===== src/rtl/osc_timer_params.svh =====
// Overview of operation
// Two count bytes; split selects 16 or 8+8
// Clocks: core, core/12, external/8, slow/8
// Slow sources synchronised except during suspend; both are always synchronised here
// Counts in suspend; overflow wakes device
// Busy flag up to three ticks after wake
// Slow oscillator divider must be one
// 16-bit wrap reloads, sets high flag
// Timer enable requests interrupt on overflow
// Low enable adds low-byte wrap interrupts
// Split: each byte reloads from own byte
// Split: run gates high byte only
// Per-byte select: core or external field
// Split: each byte wrap sets own flag
// Split interrupts: high, or either if enabled
// Flags cleared only by software
// Capture copies count to reload, sets flag
// Capture clock from low select and field
// Capture clock should be much faster
// Software may preload count before suspend
// Control register 0x91, reset zero, layout
// Reserved clock code stops that byte
`ifndef OSC_TIMER_PARAMS_SVH
`define OSC_TIMER_PARAMS_SVH

// ==========================================================
// Control register
`define CTRL_SFR_ADDR     8'h91
`define CTRL_RESET        8'h00

// ==========================================================
// External clock field codes
`define XCLK_CORE_DIV12   2'h0
`define XCLK_EXT_DIV8     2'h1
`define XCLK_RESERVED     2'h2
`define XCLK_SLOW_OSC     2'h3

// ==========================================================
// Dividers and timing counts
`define CORE_DIV_LAST     4'hB
`define SLOW_DIV_LAST     3'h7
`define BUSY_TICKS        2'h3
`define BYTE_ALL_ONES     8'hFF
`define BYTE_ZERO         8'h00

`endif


===== src/rtl/osc_timer_pkg.sv =====
`default_nettype none

// ==========================================================
// Types shared by the timer files
package osc_timer_pkg;

    // Control register image, bit 7 down to bit 0
    typedef struct packed {
        logic       high_overflow_flag;
        logic       low_overflow_flag;
        logic       low_byte_irq_enable;
        logic       osc_capture_enable;
        logic       split_mode_select;
        logic       run_control;
        logic [1:0] ext_clock_field;
    } timer_control_t;

    // One-cycle software write strobes
    typedef struct packed {
        logic control;
        logic reload_low;
        logic reload_high;
        logic count_low;
        logic count_high;
    } write_strobe_t;

    // Per-byte clock selects from the clock select register
    typedef struct packed {
        logic high_byte_clock_select;
        logic low_byte_clock_select;
    } clock_select_t;

    // Suspend and resynchronisation tracking
    typedef enum logic [1:0] {
        ST_AWAKE,
        ST_SUSPENDED,
        ST_BUSY
    } wake_state_t;

endpackage

`default_nettype wire


===== src/rtl/edge_div8.sv =====
`timescale 1ns/1ps
`default_nettype none
`include "osc_timer_params.svh"

// ==========================================================
// Pin synchroniser, falling-edge detect and divide by eight
module edge_div8 (
    // Clock and reset
    input  wire logic clk,
    input  wire logic rstn,
    // Asynchronous source pin
    input  wire logic src,
    // Pulses on the core clock
    output logic      fall_q,
    output logic      tick_q
);

    logic       sync1_q;
    logic       sync2_q;
    logic       prev_q;
    logic [2:0] div_q;
    wire        rise_w = sync2_q & ~prev_q;
    wire        fall_w = prev_q & ~sync2_q;

    // Two flops before anything looks at the pin
    always_ff @(posedge clk)
    begin
        if (!rstn)
        begin
            sync1_q <= 1'b0;
            sync2_q <= 1'b0;
            prev_q  <= 1'b0;
            div_q   <= 3'h0;
            fall_q  <= 1'b0;
            tick_q  <= 1'b0;
        end
        else
        begin
            sync1_q <= src;
            sync2_q <= sync1_q;
            prev_q  <= sync2_q;
            fall_q  <= fall_w;
            tick_q  <= rise_w & (div_q == `SLOW_DIV_LAST);
            if (rise_w)
                div_q <= div_q + 3'h1;
        end
    end

endmodule // edge_div8

`default_nettype wire


===== src/rtl/osc_capture_timer.sv =====
`timescale 1ns/1ps
`default_nettype none
`include "osc_timer_params.svh"

// ==========================================================
// Auto-reload timer with slow oscillator capture
module osc_capture_timer
    import osc_timer_pkg::*;
(
    // Clock and reset
    input  wire logic          CLK,
    input  wire logic          RSTN,
    // Software writes
    input  wire write_strobe_t WR_STROBE,
    input  wire logic [7:0]    WR_DATA,
    // Configuration bits from other registers
    input  wire clock_select_t CLOCK_SELECT,
    input  wire logic          TIMER_IRQ_ENABLE,
    input  wire logic          SLOW_DIV_IS_ONE,
    input  wire logic          SUSPEND,
    // Oscillator pins
    input  wire logic          EXT_OSC_CLK,
    input  wire logic          SLOW_OSC_CLK,
    // Register images
    output timer_control_t     TIMER_CONTROL,
    output logic [7:0]         COUNT_LOW,
    output logic [7:0]         COUNT_HIGH,
    output logic [7:0]         RELOAD_LOW,
    output logic [7:0]         RELOAD_HIGH,
    // Events toward the core
    output logic               TIMER_IRQ,
    output logic               WAKE_REQ,
    output logic               SYNC_BUSY_FLAG
);

    // ==========================================================
    // Tick selection
    function automatic logic pick_tick(
        input logic       use_core,
        input logic [1:0] field,
        input logic       t12,
        input logic       te8,
        input logic       ts8
    );
        logic t;
        t = 1'b0;
        if (use_core)
            t = 1'b1;
        else
        begin
            case (field)
                `XCLK_CORE_DIV12: t = t12;
                `XCLK_EXT_DIV8:   t = te8;
                `XCLK_SLOW_OSC:   t = ts8;
                default:          t = 1'b0;
            endcase
        end
        return t;
    endfunction

    timer_control_t ctrl_q;
    timer_control_t ctrl_d;
    logic [3:0]     div12_q;
    logic           tick12_q;
    logic           ext_tick;
    logic           slow_tick;
    logic           slow_fall;
    logic [7:0]     cnt_lo_d;
    logic [7:0]     cnt_hi_d;
    logic [7:0]     rld_lo_d;
    logic [7:0]     rld_hi_d;
    wake_state_t    state_q;
    wake_state_t    state_d;
    logic           susp_prev_q;
    logic [1:0]     busy_cnt_q;
    logic [1:0]     busy_cnt_d;
    logic           irq_d;

    // Both slow sources pass the synchroniser; a true suspend
    // path would bypass it, which this one-clock model cannot.
    edge_div8 ext_sync (
        .clk    (CLK),
        .rstn   (RSTN),
        .src    (EXT_OSC_CLK),
        .fall_q (),
        .tick_q (ext_tick)
    );

    edge_div8 slow_sync (
        .clk    (CLK),
        .rstn   (RSTN),
        .src    (SLOW_OSC_CLK),
        .fall_q (slow_fall),
        .tick_q (slow_tick)
    );

    // Core clock divided by twelve
    always_ff @(posedge CLK)
    begin
        if (!RSTN)
        begin
            div12_q  <= 4'h0;
            tick12_q <= 1'b0;
        end
        else
        begin
            div12_q  <= (div12_q == `CORE_DIV_LAST) ? 4'h0 : div12_q + 4'h1;
            tick12_q <= (div12_q == `CORE_DIV_LAST);
        end
    end

    // ==========================================================
    // Count steps and wraps
    // Slow source counts only with divider at one
    wire slow_ok   = slow_tick & SLOW_DIV_IS_ONE;
    wire split     = ctrl_q.split_mode_select;
    wire run       = ctrl_q.run_control;
    wire tick_lo   = pick_tick(CLOCK_SELECT.low_byte_clock_select, ctrl_q.ext_clock_field,
                               tick12_q, ext_tick, slow_ok);
    wire tick_hi   = pick_tick(CLOCK_SELECT.high_byte_clock_select, ctrl_q.ext_clock_field,
                               tick12_q, ext_tick, slow_ok);
    wire tick16    = tick_lo & run & ~split;
    wire lo_step   = split ? tick_lo : tick16;
    wire hi_step   = split ? (tick_hi & run) : (tick16 & (COUNT_LOW == `BYTE_ALL_ONES));
    wire lo_wrap   = lo_step & (COUNT_LOW == `BYTE_ALL_ONES);
    wire hi_wrap   = hi_step & (COUNT_HIGH == `BYTE_ALL_ONES);
    wire lo_reload = lo_wrap & (split | hi_wrap);
    wire cap_ev    = ctrl_q.osc_capture_enable & slow_fall;
    wire hi_set    = hi_wrap | cap_ev;
    wire lo_set    = lo_wrap;
    timer_control_t wr_ctrl;
    assign wr_ctrl = timer_control_t'(WR_DATA);

    // Next count bytes; a software write beats a tick
    always_comb
    begin
        cnt_lo_d = COUNT_LOW;
        cnt_hi_d = COUNT_HIGH;
        if (WR_STROBE.count_low)
            cnt_lo_d = WR_DATA;
        else if (lo_reload)
            cnt_lo_d = RELOAD_LOW;
        else if (lo_wrap)
            cnt_lo_d = `BYTE_ZERO;
        else if (lo_step)
            cnt_lo_d = COUNT_LOW + 8'h01;
        if (WR_STROBE.count_high)
            cnt_hi_d = WR_DATA;
        else if (hi_wrap)
            cnt_hi_d = RELOAD_HIGH;
        else if (hi_step)
            cnt_hi_d = COUNT_HIGH + 8'h01;
    end

    // Reload bytes; capture beats a write in the same cycle
    always_comb
    begin
        rld_lo_d = RELOAD_LOW;
        rld_hi_d = RELOAD_HIGH;
        if (cap_ev)
        begin
            rld_lo_d = COUNT_LOW;
            rld_hi_d = COUNT_HIGH;
        end
        else
        begin
            if (WR_STROBE.reload_low)
                rld_lo_d = WR_DATA;
            if (WR_STROBE.reload_high)
                rld_hi_d = WR_DATA;
        end
    end

    // Control image; hardware sets win over a clearing write
    always_comb
    begin
        ctrl_d = ctrl_q;
        if (WR_STROBE.control)
            ctrl_d = wr_ctrl;
        ctrl_d.high_overflow_flag = ctrl_d.high_overflow_flag | hi_set;
        ctrl_d.low_overflow_flag  = ctrl_d.low_overflow_flag | lo_set;
    end

    // Same request rule in both modes
    assign irq_d = TIMER_IRQ_ENABLE & (ctrl_q.high_overflow_flag
                 | (ctrl_q.low_byte_irq_enable & ctrl_q.low_overflow_flag));

    // ==========================================================
    // Suspend tracking and resync busy window
    always_comb
    begin
        state_d    = state_q;
        busy_cnt_d = busy_cnt_q;
        case (state_q)
            ST_AWAKE:
            begin
                if (SUSPEND & ~susp_prev_q)
                    state_d = ST_SUSPENDED;
            end
            ST_SUSPENDED:
            begin
                if (hi_wrap)
                    state_d = ST_AWAKE;
                else if (!SUSPEND)
                begin
                    state_d    = ST_BUSY;
                    busy_cnt_d = 2'h0;
                end
            end
            ST_BUSY:
            begin
                if (SUSPEND & ~susp_prev_q)
                    state_d = ST_SUSPENDED;
                else if (tick_lo)
                begin
                    busy_cnt_d = busy_cnt_q + 2'h1;
                    if (busy_cnt_q == `BUSY_TICKS - 2'h1)
                        state_d = ST_AWAKE;
                end
            end
            default:
                state_d = ST_AWAKE;
        endcase
    end

    // ==========================================================
    // State registers
    always_ff @(posedge CLK)
    begin
        if (!RSTN)
        begin
            ctrl_q      <= timer_control_t'(`CTRL_RESET);
            COUNT_LOW   <= 8'h00;
            COUNT_HIGH  <= 8'h00;
            RELOAD_LOW  <= 8'h00;
            RELOAD_HIGH <= 8'h00;
        end
        else
        begin
            ctrl_q      <= ctrl_d;
            COUNT_LOW   <= cnt_lo_d;
            COUNT_HIGH  <= cnt_hi_d;
            RELOAD_LOW  <= rld_lo_d;
            RELOAD_HIGH <= rld_hi_d;
        end
    end

    // Event outputs and wake state
    always_ff @(posedge CLK)
    begin
        if (!RSTN)
        begin
            state_q        <= ST_AWAKE;
            busy_cnt_q     <= 2'h0;
            susp_prev_q    <= 1'b0;
            TIMER_IRQ      <= 1'b0;
            WAKE_REQ       <= 1'b0;
            SYNC_BUSY_FLAG <= 1'b0;
            TIMER_CONTROL  <= timer_control_t'(`CTRL_RESET);
        end
        else
        begin
            state_q        <= state_d;
            busy_cnt_q     <= busy_cnt_d;
            susp_prev_q    <= SUSPEND;
            TIMER_IRQ      <= irq_d;
            WAKE_REQ       <= (state_q == ST_SUSPENDED) & hi_wrap;
            SYNC_BUSY_FLAG <= (state_d == ST_BUSY);
            TIMER_CONTROL  <= ctrl_d;
        end
    end
endmodule // osc_capture_timer

`default_nettype wire


===== config.mk =====
export PLATFORM = sky130hd
export DESIGN_NAME = osc_capture_timer
export DESIGN_NICKNAME = d
export VERILOG_FILES = /design/src/rtl/osc_timer_pkg.sv /design/src/rtl/edge_div8.sv /design/src/rtl/osc_capture_timer.sv
export VERILOG_INCLUDE_DIRS = /design/src /design/src/rtl
export SDC_FILE = /design/constraint.sdc
export NUM_CORES = 1
export LEC_CHECK = 0
export BUFFER_PORTS_ARGS = -buffer_cell sky130_fd_sc_hd__buf_2
export CORE_ASPECT_RATIO = 1.4
export CORE_MARGIN = 10
export CORE_UTILIZATION = 53
export DETAILED_ROUTE_END_ITERATION = 10
export PLACE_DENSITY = 0.77
export SETUP_SLACK_MARGIN = 0.15
export SYNTH_ARGS = -nofsm -noshare
export SYNTH_HDL_FRONTEND = slang
export SYNTH_SLANG_ARGS = --single-unit

===== constraint.sdc =====
create_clock -name CLK -period 5.2 [get_ports CLK]
set_clock_uncertainty 0.15 [all_clocks]
set_input_delay 0.78 -clock CLK [delete_from_list [all_inputs] [get_ports CLK]]
set_output_delay 0.78 -clock CLK [all_outputs]
set_load 0.02 [all_outputs]

==> metrics.md <==
| Metric | Value |
|---|---|
| Status | `finished clean` |
| Peak supply drop | `0.2222 mV` |
| Largest net degree at the start of global routing | `68` |
| CTS Sinks | `68` |
| Setup CP Type | `reg2reg` |
| RePlAce Congestion | `0.8681` |
| MaxCap Viol Count | `0` |
| Fmax | `0.3717 GHz` |
| R2r setup slk | `around 2.5 ns` |
| Setup bufs post-CTS | `0` |
| Synth Warn # | `0` |
| Min Tclk post-route | `2.691 ns` |
| Leading area contributor after synthesis | `dfxtp_1` |
| Worst EP arrival | `between 2 and 3 ns` |
| Top-Level Pins | `65` |
| Most common cell after layout, fill and taps aside | `dfxtp_1` |
| Initial DRC count | `214` |
| Slew Viols, Final | `0` |
| Post-synthesis cell count | `367` |
| WL per Instance | `roughly 17 um` |
| Die footprint | `9897 um2` |
| Post-synth ARST share | `0` |
| Post-synth top flop | `dfxtp_1` |
| Leak | `1.838 nW` |
| Cts hold-fix bufs | `0` |
| First-pass DRT Iterations | `5` |
| Final worst path period share | `0.5174` |
| Number of synthesized register bits | `68` |
| Via count | `2,900` |
| Final #Nets | `between 400 and 500` |
| Most frequent cells in the layout | `68 x dfxtp_1, 64 x buf_2, 34 x nand2_1, 33 x mux2i_1, 20 x o21ai_0` |
| CTS tree | `done` |
| Worst min path class | `reg2reg` |
| Share of layout cells above drive strength 1 | `0.2000` |
| Antenna fix cells | `0` |
| Clk slew on worst S/H paths | `about 0.07 ns` |
| DP HPWL | `5852 um` |
| Core Region | `a little over 6000 um2` |
| H-tree depth | `3` |
| Initial antenna violation count | `0` |
| Gr usage total | `0.1676` |
| Placed instance count | `about 480` |
| Post-Syn Area | `around 3300 um2` |
| Largest stage delay, worst path | `~0.89 ns` |
| Critical Path Start Type | `register` |
| Number of buffer cells added on primary ports | `64` |
| First-pass GRT wire length | `between 10,000 and 15,000 um` |
| Hold path start | `ext_sync.sync1_q$_SDFF_PN0_` |
| Power Density | `305.7 nW/um2` |
| Yosys cell types | `51` |
| Setup TNS | `0 ns` |
| Post-synth top area share | `0.4089` |
| CTS buffer count | `9` |
| CP cell instances | `ha_1, and3_1, a31oi_1, nor4_1, a221oi_1, nor2_1` |
| Worst-Margin Slew | `1.164 ns` |
| FP Rows | `34` |
| Worst hold margin | `0.2843 ns` |
| Syn avg cell area | `9.072 um2` |
| Total gr overflow | `0` |
| Register area share after synthesis | `0.4089` |
| Slew HR | `0.2167` |
| Vias in the first global route | `about 2,800` |
| PostCTS Resize Cnt | `0` |
| Synth Net Count | `397` |
| Register area | `between 1000 and 1500 um2` |
| RSZ-0062 raised after global routing | `no` |
| Initial core utilization | `0.5398` |
| Vias per inst | `5.894` |
| Fin cells | `just under 500` |
| Skew-Pair Late Insertion Delay | `0.34 ns` |
| Post-DRT Antenna Nets | `0` |
| Slowest CP cell | `nor4_1` |
| CP Capture Type | `register` |
| DIE WIDTH | `86.99 um` |
| Drc violations | `0` |
| Critical R2R Capture | `COUNT_LOW[7]$_SDFFE_PN0P_` |
| Area of the multi-input gates | `1815 um2` |
| Root buffer cell | `clkbuf_8` |
| Final Hold Fails | `0` |
| Synthesis-to-finish area growth | `15.03%` |
| Setup violations, final | `0` |
| WHS Path Cells | `1` |
| Hold endpoint | `ext_sync.sync2_q$_SDFF_PN0_` |
| CP Max Fanout | `10` |
| Die Y | `113.8 um` |
| Maximum buffer depth of the clock tree | `2` |
| EDFF count, synth | `0` |
| Worst EP required | `around 5.3 ns` |
| Final WL | `8238 um` |
| Reg2reg start | `COUNT_HIGH[0]$_SDFFE_PN0P_` |
| R2r worst-path depth | `6` |
| Largest cells by area after synthesis | `dfxtp_1 41%, mux2i_1 9.9%, o211a_1 4.8%, nand2_1 3.8%, nor2b_1 3.2%` |
| FILL cells | `551` |
[where the power goes]
group	internal [mW]	switching, mW	leakage [nW]
clock network	0.242	0.187	0.0983
registers	0.549	0.0334	0.559
logic	0.0660	0.0932	1.18
[synth_stat cells, drive strengths merged, types with 3 or more instances]
cell and n:
dfxtp 68, nand2 34, mux2i 33, clkbuf 22, o21ai 20, nor2 19
nor2b 17, o211a 17, and2 11, inv 11, nand3 11, a21oi 8
ha 8, xnor2 8, a31oi 7, and3 6, nor3 5, o221ai 5
a221oi 4, a41oi 4, buf 4, xor2 4, a21boi 3, and4 3
nand4 3, o211ai 3, or4 3
[through the flow]
step                instance area (um2)  setup WS (ns)  total power [mW]    util
floorplan                          3329          2.666            0.6971       -
global placement                   3640          2.463            0.7480  0.5901
detailed placement                 3640          2.353            0.7529  0.5901
CTS                                3830          2.570             1.176  0.6209
global route                       3830          2.380             1.220  0.6209
finish                             3830          2.509             1.171  0.6209
[worst max-delay path: cells and delay by family, from the launching register on]
family | cells | cell delay, ns
simple gates | 3 | 1.28
flops | 1 | 0.51
compound gates | 2 | 0.34
fa+ha+maj | 1 | 0.34
[flip-flops by register name, indices dropped and copies added, names as in the netlist, 3 cells and up]
| signal | count |
|---|---|
| COUNT_LOW | 8 |
| div12_q | 4 |
| TIMER_CONTROL | 8 |
| RELOAD_HIGH | 8 |
| slow_sync.div_q | 3 |
| ext_sync.div_q | 3 |
| RELOAD_LOW | 8 |
| COUNT_HIGH | 8 |
[worst max-delay path by stage]
stage | cells past startpoint | slack [ns] | endpoint | from
after floorplan | 6 | 2.67 | COUNT_LOW[1]$_SDFFE_PN0P_ | SLOW_DIV_IS_ONE
after global placement | 6 | 2.46 | COUNT_LOW[1]$_SDFFE_PN0P_ | SLOW_DIV_IS_ONE
after detailed placement | 6 | 2.35 | COUNT_LOW[1]$_SDFFE_PN0P_ | SLOW_DIV_IS_ONE
after CTS | 6 | 2.57 | COUNT_LOW[2]$_SDFFE_PN0P_ | COUNT_HIGH[0]$_SDFFE_PN0P_
after global routing | 6 | 2.38 | COUNT_LOW[4]$_SDFFE_PN0P_ | COUNT_HIGH[0]$_SDFFE_PN0P_
final | 6 | 2.51 | COUNT_LOW[7]$_SDFFE_PN0P_ | COUNT_HIGH[0]$_SDFFE_PN0P_
[cell families after synthesis]
group / count (synthesis) / share of synthesized area
compound gates: 84 / 0.1890
simple gates: 123 / 0.1920
flops: 68 / 0.4089
fa+ha+maj: 8 / 0.03007
xor+xnor: 12 / 0.03157
buf+inv: 38 / 0.04584
mux: 34 / 0.1026
[area by class of cell]
| type | count | share of cell area |
|---|---|---|
| sequential | 68 | 0.3554 |
| tap | 72 | 0.02352 |
| clock inverter | 2 | 0.009147 |
| inverter | 12 | 0.01176 |
| multi-input combinational | 261 | 0.4740 |
| timing repair buffer | 65 | 0.08559 |
| clock buffer | 12 | 0.04051 |
[layer usage]
metal | GRT usage | vias to the layer above | share of wire
li1 | - | 1427 | -
met1 | 0.2036 | 1373 | 0.43
met2 | 0.2665 | 86 | 0.48
met3 | 0.05278 | 14 | 0.077
met4 | 0.06609 | 0 | 0.015
met5 | 0 | - | 0
Note: power is estimated with default switching activity, not from simulation.
